**src/core/op_mode_pkg.sv**
```systemverilog
/*
 package for the operating mode control block: register map,
 field layout, reset values, mode codes, timing and carrier types.
 assumes a 50 MHz mclk and an APB master with 32-bit data.
*/
package op_mode_pkg;

    localparam int ADDR_W = 12;

    localparam logic [ADDR_W-1:0] OFF_MODE_CTL = 12'h000;
    localparam logic [ADDR_W-1:0] OFF_STATUS   = 12'h004;

    localparam int BIT_SPSEL   = 7;
    localparam int BIT_MODEHI  = 6;
    localparam int BIT_MODELO  = 5;
    localparam int BIT_STRETCH = 4;
    localparam int BIT_VISIBLE = 3;
    localparam int BIT_WAITOFF = 2;
    localparam int BIT_EXPEMU  = 1;
    localparam int BIT_CTLEMU  = 0;

    // mode code is {specialModeSelectN, modeSelectHi, modeSelectLo}
    localparam logic [2:0] MODE_SPC_SINGLE = 3'h0;
    localparam logic [2:0] MODE_SPC_NARROW = 3'h1;
    localparam logic [2:0] MODE_PERIPHERAL = 3'h2;
    localparam logic [2:0] MODE_RESERVED   = 3'h6;
    localparam logic [1:0] SEL_FORBIDDEN   = 2'h2;

    localparam logic RST_STRETCH = 1'b1;
    localparam logic RST_WAITOFF = 1'b0;

    localparam logic [15:0] DBG_ROM_LO = 16'hff20;
    localparam logic [15:0] DBG_REG_LO = 16'hff00;
    localparam logic [15:0] DBG_REG_HI = 16'hff06;
    localparam logic [15:0] TOP_LO     = 16'hff00;
    localparam logic [15:0] TOP_HI     = 16'hffff;

    localparam int CLK_PERIOD_NS = 20;
    localparam int WAIT_DELAY_NS = 80;
    localparam int WAIT_DELAY_CYC =
        (WAIT_DELAY_NS + CLK_PERIOD_NS - 1) / CLK_PERIOD_NS;

    typedef struct packed {
        logic specialModeSelectN;
        logic modeSelectHi;
        logic modeSelectLo;
        logic busClockStretchEn;
        logic internalVisibility;
        logic extBusStopInWait;
        logic emulateExpansionPort;
        logic emulateControlPort;
    } mode_ctl_type;

    typedef struct packed {
        logic debugPin;
        logic modeSelectHi;
        logic modeSelectLo;
    } strap_pins_type;

    typedef enum logic [1:0] {
        STRAP_SYNC0 = 2'b00,
        STRAP_SYNC1 = 2'b01,
        STRAP_LOAD  = 2'b10,
        STRAP_DONE  = 2'b11
    } strap_state_type;

endpackage

```
**src/core/operating_mode_control.sv**
```systemverilog
/*
 operating mode control: mode register behind an APB slave, strap
 capture, bus clock stretch, visibility, wait shutdown, port
 emulation map gating and background debug overlay decode.
 assumes strap pins are asynchronous, all other inputs on mclk.
*/
// Contract
// (RL1) mode bits capture debug and mode pins
// (RL2) peripheral mode hides the mode register
// (RL3) special select bit: write while zero, skip first
// (RL4) mode select bits: once, or anytime skip first
// (RL5) never select peripheral or reserved mode
// (RL6) expanded modes force stretch enable to one
// (RL7) stretch off frees clock, on follows accesses
// (RL8) stretch bit: once normal, anytime special
// (RL9) visibility drives internal bus cycles out
// (RL10) special narrow visibility shows full width
// (RL11) single chip modes give no visibility
// (RL12) visibility and emulation: once or skip first
// (RL13) wait stop shuts bus after activity ends
// (RL14) wait stop bit writable only in normal
// (RL15) expansion emulation unmaps its port registers
// (RL16) otherwise expansion port stays mapped as GPIO
// (RL17) control emulation unmaps port in expanded
// (RL18) special single chip starts debug active
// (RL19) enabled debug activates on command or instruction
// (RL20) debug maps ROM on top, registers below
// (RL21) debug ROM replaces vectors, hides top page
// (RL22) host avoids debug in peripheral mode
// (RL23) reset values depend on special or normal
`timescale 1ns/1ps
`default_nettype none

module operating_mode_control
    import op_mode_pkg::*;
#(
    parameter int WAIT_DELAY = op_mode_pkg::WAIT_DELAY_CYC
) (
    input  wire logic                          mclk,
    input  wire logic                          rst,
    input  wire logic                          clkEn,
    input  wire logic                          psel,
    input  wire logic                          penable,
    input  wire logic                          pwrite,
    input  wire logic [op_mode_pkg::ADDR_W-1:0] paddr,
    input  wire logic [31:0]                   pwdata,
    input  wire logic [3:0]                    pstrb,
    output logic      [31:0]                   prdata,
    output logic                               pready,
    output logic                               pslverr,
    input  wire op_mode_pkg::strap_pins_type   strapPins,
    input  wire logic                          extAccess,
    input  wire logic                          intAccess,
    input  wire logic                          waitMode,
    input  wire logic                          busBusy,
    input  wire logic                          debugEnable,
    input  wire logic                          serialDebugCmd,
    input  wire logic                          enterDebugInstr,
    input  wire logic                          debugExit,
    input  wire logic                          serialAccess,
    input  wire logic [15:0]                   cpuAddr,
    output op_mode_pkg::mode_ctl_type          modeCtl,
    output logic                               busClock,
    output logic                               visibleDrive,
    output logic                               wideVisible,
    output logic                               extBusShutdown,
    output logic                               expPortMapped,
    output logic                               expansionEmuEn,
    output logic                               ctlPortMapped,
    output logic                               debugActive,
    output logic                               debugRomSel,
    output logic                               debugRegSel,
    output logic                               userTopHidden
);
    import op_mode_pkg::*;

    function automatic logic inRange(input logic [15:0] a,
                                     input logic [15:0] lo,
                                     input logic [15:0] hi);
        inRange = (a >= lo) && (a <= hi);
    endfunction

    // pins pass two flops; first stage feeds only the second
    strap_pins_type strapMeta_reg;
    strap_pins_type strapSync_reg;
    strap_state_type strap_reg;
    strap_state_type strap_next;

    mode_ctl_type modeCtl_reg;
    mode_ctl_type modeCtl_next;
    logic regWritten_reg;
    logic [31:0] prdata_reg;
    logic pready_reg;
    logic pslverr_reg;
    logic busClock_reg;
    logic visibleDrive_reg;
    logic wideVisible_reg;
    logic shutdown_reg;
    logic [7:0] waitCnt_reg;
    logic expPortMapped_reg;
    logic expEmuEn_reg;
    logic ctlPortMapped_reg;
    logic debugActive_reg;
    logic debugRomSel_reg;
    logic debugRegSel_reg;
    logic userTopHidden_reg;

    wire logic [2:0] modeCode = {modeCtl_reg.specialModeSelectN,
                                 modeCtl_reg.modeSelectHi,
                                 modeCtl_reg.modeSelectLo};
    wire logic strapDone   = (strap_reg == STRAP_DONE);
    wire logic strapLoad   = (strap_reg == STRAP_LOAD);
    wire logic special     = !modeCtl_reg.specialModeSelectN;
    wire logic peripheral  = (modeCode == MODE_PERIPHERAL);
    wire logic singleChip  = !modeCtl_reg.modeSelectHi
                             && !modeCtl_reg.modeSelectLo;
    wire logic expanded    = modeCtl_reg.modeSelectLo;
    wire logic visEff      = modeCtl_reg.internalVisibility
                             && !singleChip; // (RL11)

    // strap capture, reserved code forced to peripheral
    wire logic [2:0] strapCode = {strapSync_reg.debugPin,
                                  strapSync_reg.modeSelectHi,
                                  strapSync_reg.modeSelectLo};
    wire logic [2:0] bootCode = (strapCode == MODE_RESERVED)
                                ? MODE_PERIPHERAL : strapCode;
    wire logic bootSpecial = !bootCode[2];

    // APB: answer in the second access cycle
    wire logic access     = psel && penable && clkEn;
    wire logic taken      = access && pready_reg;
    wire logic hitMode    = (paddr == OFF_MODE_CTL);
    wire logic hitStatus  = (paddr == OFF_STATUS);
    wire logic modeMapped = hitMode && !peripheral; // (RL2)
    wire logic mapped     = modeMapped || hitStatus;
    wire logic wr         = taken && pwrite && modeMapped
                            && pstrb[0] && strapDone;
    wire logic first      = !regWritten_reg;
    wire logic [7:0] wd   = pwdata[7:0];
    wire logic selOk      = wd[BIT_MODEHI:BIT_MODELO] != SEL_FORBIDDEN;

    wire logic spSelWr = wr && special && !first; // (RL3)
    wire logic selWr   = wr && selOk // (RL5)
                         && (special ? !first : first); // (RL4)
    wire logic strWr   = wr && (special || first); // (RL8)
    wire logic grpWr   = wr && (special ? !first : first); // (RL12)
    wire logic ebWr    = wr && !special; // (RL14)

    wire logic [31:0] readWord =
        hitMode ? {24'h00_0000, modeCtl_reg} :
        {29'h0000_0000, debugActive_reg, shutdown_reg, regWritten_reg};

    always_comb begin
        modeCtl_next = modeCtl_reg;
        if (strapLoad) begin
            modeCtl_next.specialModeSelectN   = bootCode[2]; // (RL1)
            modeCtl_next.modeSelectHi         = bootCode[1];
            modeCtl_next.modeSelectLo         = bootCode[0];
            modeCtl_next.busClockStretchEn    = RST_STRETCH; // (RL23)
            modeCtl_next.extBusStopInWait     = RST_WAITOFF;
            modeCtl_next.internalVisibility   = bootSpecial;
            modeCtl_next.emulateExpansionPort = bootSpecial;
            modeCtl_next.emulateControlPort   = bootSpecial;
        end else begin
            if (spSelWr) begin
                modeCtl_next.specialModeSelectN = wd[BIT_SPSEL];
            end
            if (selWr) begin
                modeCtl_next.modeSelectHi = wd[BIT_MODEHI];
                modeCtl_next.modeSelectLo = wd[BIT_MODELO];
            end
            if (strWr) begin
                modeCtl_next.busClockStretchEn = wd[BIT_STRETCH];
            end
            if (grpWr) begin
                modeCtl_next.internalVisibility   = wd[BIT_VISIBLE];
                modeCtl_next.emulateExpansionPort = wd[BIT_EXPEMU];
                modeCtl_next.emulateControlPort   = wd[BIT_CTLEMU];
            end
            if (ebWr) begin
                modeCtl_next.extBusStopInWait = wd[BIT_WAITOFF];
            end
        end
        // demultiplexing needs stretched cycles
        if (modeCtl_next.modeSelectLo) begin
            modeCtl_next.busClockStretchEn = 1'b1; // (RL6)
        end
    end

    always_comb begin
        case (strap_reg)
            STRAP_SYNC0: strap_next = STRAP_SYNC1;
            STRAP_SYNC1: strap_next = STRAP_LOAD;
            STRAP_LOAD:  strap_next = STRAP_DONE;
            default:     strap_next = STRAP_DONE;
        endcase
    end

    // stretched clock: high on external, low on hidden internal
    wire logic busClockNext =
        !modeCtl_reg.busClockStretchEn ? !busClock_reg : // (RL7)
        extAccess                      ? 1'b1 :
        (intAccess && !visEff)         ? 1'b0 :
        !busClock_reg;

    // shutdown waits for the bus to go idle, then a fixed delay
    wire logic waitArm = waitMode && modeCtl_reg.extBusStopInWait
                         && !busBusy;
    wire logic waitDone = (waitCnt_reg >= 8'(WAIT_DELAY));

    wire logic debugStart = debugEnable
                            && (serialDebugCmd || enterDebugInstr); // (RL19)
    wire logic debugActiveNext =
        strapLoad       ? (bootCode == MODE_SPC_SINGLE) : // (RL18)
        debugActive_reg ? !debugExit : debugStart;

    always_ff @(posedge mclk or posedge rst) begin
        if (rst) begin
            strapMeta_reg <= '0;
            strapSync_reg <= '0;
            strap_reg     <= STRAP_SYNC0;
        end else if (clkEn) begin
            strapMeta_reg <= strapPins;
            strapSync_reg <= strapMeta_reg;
            strap_reg     <= strap_next;
        end
    end

    always_ff @(posedge mclk or posedge rst) begin
        if (rst) begin
            modeCtl_reg    <= '0;
            regWritten_reg <= 1'b0;
        end else if (clkEn) begin
            modeCtl_reg    <= modeCtl_next;
            regWritten_reg <= regWritten_reg || wr;
        end
    end

    always_ff @(posedge mclk or posedge rst) begin
        if (rst) begin
            pready_reg  <= 1'b0;
            pslverr_reg <= 1'b0;
            prdata_reg  <= '0;
        end else if (clkEn) begin
            pready_reg  <= access && !pready_reg;
            pslverr_reg <= access && !pready_reg && !mapped;
            prdata_reg  <= (access && !pready_reg && mapped && !pwrite)
                           ? readWord : 32'h0000_0000;
        end
    end

    always_ff @(posedge mclk or posedge rst) begin
        if (rst) begin
            busClock_reg     <= 1'b0;
            visibleDrive_reg <= 1'b0;
            wideVisible_reg  <= 1'b0;
        end else if (clkEn) begin
            busClock_reg     <= strapDone && busClockNext;
            visibleDrive_reg <= visEff && intAccess; // (RL9)
            wideVisible_reg  <= visEff && intAccess
                                && (modeCode == MODE_SPC_NARROW); // (RL10)
        end
    end

    always_ff @(posedge mclk or posedge rst) begin
        if (rst) begin
            waitCnt_reg  <= '0;
            shutdown_reg <= 1'b0;
        end else if (clkEn) begin
            if (!waitArm) begin
                waitCnt_reg <= '0;
            end else if (!waitDone) begin
                waitCnt_reg <= waitCnt_reg + 8'h01;
            end
            shutdown_reg <= waitArm && waitDone; // (RL13)
        end
    end

    always_ff @(posedge mclk or posedge rst) begin
        if (rst) begin
            expPortMapped_reg <= 1'b1;
            ctlPortMapped_reg <= 1'b1;
            expEmuEn_reg      <= 1'b0;
        end else if (clkEn) begin
            expEmuEn_reg      <= modeCtl_reg.emulateExpansionPort && !singleChip; // (RL16)
            expPortMapped_reg <= !(modeCtl_reg.emulateExpansionPort
                                   && !singleChip); // (RL15) (RL16)
            ctlPortMapped_reg <= !(modeCtl_reg.emulateControlPort
                                   && expanded); // (RL17)
        end
    end

    // host keeps debug out of peripheral mode, no guard here (RL22)
    always_ff @(posedge mclk or posedge rst) begin
        if (rst) begin
            debugActive_reg   <= 1'b0;
            debugRomSel_reg   <= 1'b0;
            debugRegSel_reg   <= 1'b0;
            userTopHidden_reg <= 1'b0;
        end else if (clkEn) begin
            debugActive_reg   <= debugActiveNext;
            debugRomSel_reg   <= debugActive_reg
                && inRange(cpuAddr, DBG_ROM_LO, TOP_HI); // (RL20)
            debugRegSel_reg   <= debugActive_reg
                && inRange(cpuAddr, DBG_REG_LO, DBG_REG_HI);
            userTopHidden_reg <= debugActive_reg && !serialAccess
                && inRange(cpuAddr, TOP_LO, TOP_HI); // (RL21)
        end
    end

    assign prdata         = prdata_reg;
    assign pready         = pready_reg;
    assign pslverr        = pslverr_reg;
    assign modeCtl        = modeCtl_reg;
    assign busClock       = busClock_reg;
    assign visibleDrive   = visibleDrive_reg;
    assign wideVisible    = wideVisible_reg;
    assign extBusShutdown = shutdown_reg;
    assign expPortMapped  = expPortMapped_reg;
    assign expansionEmuEn = expEmuEn_reg;
    assign ctlPortMapped  = ctlPortMapped_reg;
    assign debugActive    = debugActive_reg;
    assign debugRomSel    = debugRomSel_reg;
    assign debugRegSel    = debugRegSel_reg;
    assign userTopHidden  = userTopHidden_reg;
endmodule

`default_nettype wire

```
**config.mk**
```make
export PLATFORM = sky130hd
export DESIGN_NAME = operating_mode_control
export DESIGN_NICKNAME = d
export VERILOG_FILES = /design/src/core/op_mode_pkg.sv /design/src/core/operating_mode_control.sv
export SDC_FILE = /design/constraint.sdc
export NUM_CORES = 1
export LEC_CHECK = 0
export ABC_AREA = 1
export BUFFER_PORTS_ARGS = -buffer_cell sky130_fd_sc_hd__buf_2
export CORE_UTILIZATION = 44
export CTS_CLUSTER_SIZE = 10
export DETAILED_ROUTE_END_ITERATION = 10
export HOLD_SLACK_MARGIN = 0.03
export PLACE_DENSITY = 0.8
export SLEW_MARGIN = 25
export SYNTH_ARGS = -nofsm -noshare
export SYNTH_HDL_FRONTEND = slang
export SYNTH_SLANG_ARGS = --single-unit
export TNS_END_PERCENT = 5
```
**constraint.sdc**
```tcl
create_clock -name mclk -period 1.6 [get_ports mclk]
set_input_delay 0.16 -clock mclk [delete_from_list [all_inputs] [get_ports mclk]]
set_output_delay 0.16 -clock mclk [all_outputs]
set_load 0.03 [all_outputs]
```
Word-level counts from Yosys, hierarchy flattened:

Index checks and enable logic that the tools add are counted.

* add/subtract/negate cells: 1
* $mul: 0
* div/mod/pow operators: 0
* order comparisons: 5
* eq/ne operators: 9
* shifts and indexed selects: 0
* muxes and demuxes: 20
* bitwise operators: 0
* reduce and logical (&&, ||, !) cells: 73

Operators by type and width (count)
* $mux W8: 5
* $logic_and A1 B1 Y1: 38
* $ge A16 B16 Y1 const B: 2
* $le A16 B16 Y1 const B: 2
* $logic_not A1 Y1: 17
* $eq A12 B3 Y1 const B: 1
* $logic_not A12 Y1: 1
* $reduce_and A2 Y1: 6
* $mux W1: 11
* $add A8 B1 Y8 const B: 1
* $ge A8 B3 Y1 const B: 1
* $reduce_bool A2 Y1: 4
* $eq A2 B2 Y1 const B: 2
* $logic_or A1 B1 Y1: 4
* $mux W2: 2
* $ne A2 B2 Y1 const B: 2
* $pmux W2 S2: 1
* $eq A3 B1 Y1 const B: 1
* $eq A3 B2 Y1 const B: 1
* $eq A3 B3 Y1 const B: 1
* $logic_not A3 Y1: 1
* $mux W3: 1
* $reduce_bool A3 Y1: 1
* $eq A2 B1 Y1 const B: 1
* $logic_not A2 Y1: 1

* bits in registers: 70
* latch bits: 0
* memory bits (writable): 0
* ROM bits: 0
* bits of input ports: 82
* output and inout bits: 53
* logic and storage cells: 139
* memories kept: 0

Longest topological paths before layout:

* depth after elaboration: 13
* depth in mapped cells: 11
* mapped depth without buffers: 11

Worst setup path after synthesis:

Ideal clock, no wire load.

* kind: register to register
* start: register modeCtl_reg (netlist bit modeCtl[7])
* end: register modeCtl_reg (netlist bit modeCtl[4])
* setup time: 0.123 ns
* arrival: 1.362 ns
* required time: 1.477 ns
* setup slack: 0.115 ns
* cell stages (with the launch flop): 10
* path buffers: 0
* cells stage by stage: dfrtp_1 > inv_1 > nand3_1 > nand3_2 > nor2_4 > nand3_1 > nand2_1 > nand2_2 > nor2_1 > a21oi_1

* longest elaborated chain between the ends: 12

RTL lines
* start: declaration: line operating_mode_control.sv:89 `mode_ctl_type modeCtl_reg;`
* start signal: assignment: line operating_mode_control.sv:234 `modeCtl_reg <= modeCtl_next;`
* $eq A3 B2 Y1: line operating_mode_control.sv:114 `wire logic peripheral = (modeCode == MODE_PERIPHERAL);`
* $logic_not A1 Y1: line operating_mode_control.sv:134 `wire logic modeMapped = hitMode && !peripheral;`
* $logic_and A1 B1 Y1: line operating_mode_control.sv:134
* $logic_and A1 B1 Y1: line operating_mode_control.sv:136 `wire logic wr = taken && pwrite && modeMapped`
* $logic_and A1 B1 Y1 (2 in series): line operating_mode_control.sv:137 `&& pstrb[0] && strapDone;`
* $logic_and A1 B1 Y1: line operating_mode_control.sv:143 `wire logic selWr = wr && selOk`
* $logic_and A1 B1 Y1: line operating_mode_control.sv:144 `&& (special ? !first : first);`
* $mux W2: line operating_mode_control.sv:168 `if (selWr) begin`
* $mux W8: line operating_mode_control.sv:155 `if (strapLoad) begin`
* $reduce_bool A3 Y1 (no line)
* $reduce_and A2 Y1 (no line)

Parallel ways exist; a longest one is shown, timed or not. The select of a mux whose other input is x is not followed.
A chain may end at the register's enable or synchronous reset.

Worst setup path after layout:

* start: register strap_reg[0]
* end: register modeCtl_reg (netlist bit modeCtl[4])

* longest elaborated chain between the ends: 8

RTL lines
* start: declaration: line operating_mode_control.sv:86 `strap_state_type strap_reg;`
* start signal: assignment: line operating_mode_control.sv:225 `strap_reg <= strap_next;`
* $eq A2 B2 Y1: line operating_mode_control.sv:111 `wire logic strapDone = (strap_reg == STRAP_DONE);`
* $logic_and A1 B1 Y1: line operating_mode_control.sv:137
* $logic_and A1 B1 Y1: line operating_mode_control.sv:143
* $logic_and A1 B1 Y1: line operating_mode_control.sv:144
* $mux W2: line operating_mode_control.sv:168
* $mux W8: line operating_mode_control.sv:155
* $reduce_bool A3 Y1 (no line)
* $reduce_and A2 Y1 (no line)

Parallel ways exist; a longest one is shown, timed or not. The select of a mux whose other input is x is not followed.

==> summary.txt <==
Power
  – Pwr dens: approximately 940 nW/µm²
  – Combinational power share: 0.219
  – Clock Power Share: 0.307
  – Overall power: around 2800 µW
  – Internal power: between 1500 and 2000 µW
  – Seq pwr share: 0.474
  – Switching power of the nets: about 850 µW
  – Pleak: 0.00159 µW
  – Switch share: 0.310
  – Peak VDD IR: approximately 0.50 mV

Global routing
  – Total congestion overflow: 0
  – Largest net degree at the start of global routing: 23
  – GR Util All Layers: 0.187
  – Vias in the first global route: 1817
  – Global-route wire length before repair: between 7 and 8 mm
  – Initial antenna violation count: 0

Detailed routing
  – Drt total wl: 4.93 mm
  – Via density: roughly 4.6
  – DR pass1 iterations: 4
  – DR WL/cell: approximately 11 µm
  – Vias: slightly above 2000
  – Routed Antenna Nets: 0
  – DRC Markers: 0
  – DR iter-0 viols: 91

Synthesis
  – Top cells by count, synth: nand2_1, dfrtp_1, inv_1
  – Synth Flop Type: dfrtp_1
  – Library cells used by synthesis: 33
  – Syn Std Cell Area: approximately 2400 µm²
  – Top cell type's share of synthesized area: 0.467
  – Seq cells post-synth: 46
  – Cell taking the most area after synthesis: dfrtp_1
  – Area contributors post-synth: dfrtp_1, nand2_1, buf_4, inv_1, nor2_1
  – Ys Warns: 0
  – Count leader, synth: nand2_1
  – Post-synth EDFFs: 0
  – Register area share after synthesis: 0.489
  – Async SR Flop Fraction: 1.00
  – Synthesized area per cell: approximately 8.4 µm²
  – Synth Instances: 280

Floorplan
  – Die height: around 75 µm
  – Num rows: 26
  – Initial Util: 0.459
  – Die area: between 5000 and 6000 µm²
  – Core ar.: just over 5000 µm²
  – Number of I/O pins: ~140
  – Die width: roughly 75 µm

Clocking
  – CTS sink count: 46
  – Worst-path clk slew: 0.08 ns
  – CTS tree: yes
  – H-tree Lvls: 2
  – CTS Buf Count: 5
  – CTS max path bufs: 2
  – Post-CTS Setup Repair Bufs: 0
  – Post-CTS sizing: 0
  – Clk_lat worst skew: ~0.30 ns
  – CTS Root Cell: clkbuf_8

Flow run
  – Max cap viols: 0

Critical path
  – Crit path kind: flop to flop
  – Crit path required time: 1.83 ns
  – Kind of end point of the critical path: flop
  – R2R setup slack: 0.14 ns
  – Critical path startpoint: strap_reg[0]$_DFFE_PP0P_
  – WP data arrival: roughly 1.7 ns
  – CP Max Fanout: 8
  – Startpoint Class: flop
  – Launching point of the worst reg2reg path: strap_reg[0]$_DFFE_PP0P_

STA
  – Max Clk Rate: approximately 700 MHz
  – Period utilization: 0.910
  – Worst-case clock skew: about 0.0099 ns
  – Final hold vios: 0
  – Setup TNS: 0 ns
  – Final Setup Violations: 0
  – Unrepaired setup endpoints after global routing: no
  – Final Critical Period: 1.46 ns
  – Fin. max-slew vios: 0
  – Final worst slack: 0.143 ns

Placed design
  – Post-DP HPWL: 4.01 mm
  – Post-placement cell count: 435
  – Input/output buffers: between 80 and 90
  – Dpl ws: around 0.11 ns
  – RePlAce Congestion: 0.846

Finish
  – Share of cells above drive strength 1: 0.302
  – Diodes inserted: 0
  – Final net count: about 460
  – Non-filler cells, final: 444
  – P&R area growth vs syn: 23.7%

Outcome
  – Outcome: finished clean

Worst hold path
  – HP Start: serialAccess
  – HP Class: primary input to flop
==> cell type report <==
cell class | instances | area, µm²
repair buffers | 93 | 493
fillers | 488 | 2220
well taps | 70 | 87.6
inverters | 34 | 128
clock buffers | 6 | 72.6
multi-input cells | 193 | 946
clock inverters | 2 | 37.5
flip-flops and latches | 46 | 1150
==> placed cells by master (no fill, tap or decap), types with 7 or more instances in the layout <==
cell type and count:
nand3_1 9, inv_1 32, o21ai_0 22, nand2_1 57
buf_4 9, conb_1 24, nor2_1 32, dfrtp_1 44
buf_2 83, a21oi_1 7
==> cell families after synthesis <==
kind of cell	count (synthesis)	synth area share
multiplexers	2	0.00849
AO/OA/AOI/OAI	46	0.113
other	1	0.00159
AND/OR/NAND/NOR	118	0.225
flip-flops	46	0.489
adder cells (fa/ha/maj)	3	0.0159
buffers and inverters	64	0.146
==> power by group through the flow <==
| stage | clock network [µW] | registers [µW] | logic (µW) |
|---|---|---|---|
| 2_1_floorplan | 0 | 1440 | 331 |
| 3_3_place_gp | 0 | 1330 | 593 |
| 3_5_place_dp | 0 | 1330 | 605 |
| 4_1_cts | 865 | 1310 | 609 |
| 5_1_grt | 915 | 1310 | 667 |
| 6_report | 846 | 1300 | 604 |
==> worst max-delay path, cell delays in order (launching register included) <==
cell     delay (ns)
dfrtp_1        0.43
nand2_2        0.09
nor2_2         0.10
nand4_2        0.12
nor2_4         0.20
nand3_2        0.12
nand2_1        0.08
inv_1          0.04
nand2_2        0.05
nand2_1        0.05
a21oi_1        0.12
==> what timing repair did <==
item                                    CTS  global route
hold buffers                              1             0
endpoints found under the setup margin    0             2
endpoints found under the hold margin    11             0
==> metal layers <==
| metal | vias to the layer above | track usage | wire length, µm |
|---|---|---|---|
| met1 | 940 | 0.229 | 2130 |
| met5 | - | 0 | 0 |
| li1 | 1035 | - | - |
| met3 | 5 | 0.0455 | 253 |
| met4 | 0 | 0.0556 | 50 |
| met2 | 64 | 0.329 | 2490 |
==> stage by stage <==
stage / util / hold WS, ns / cell area (µm²)
floorplan: - / 0.267 / 2440
global placement: 0.544 / 0.101 / 2800
detailed placement: 0.544 / 0.106 / 2800
CTS: 0.568 / 0.0332 / 2920
global route: 0.568 / 0.0498 / 2920
finish: 0.568 / 0.0361 / 2920
==> path summary, 6_finish.rpt <==
| kind | cells past startpoint | to |
|---|---|---|
| max | 10 | modeCtl[4]$_DFFE_PP0P_ |
| max reg2reg | 10 | modeCtl[4]$_DFFE_PP0P_ |
| max in group asynchronous | 4 | waitCnt_reg[6]$_DFFE_PP0P_ |
| min reg2reg | 2 | expPortMapped$_DFFE_PP1P_ |
| min | 2 | userTopHidden$_DFFE_PP0P_ |
| min in group asynchronous | 3 | prdata[1]$_DFFE_PP0P_ |
(Power assumes the default switching activity.)
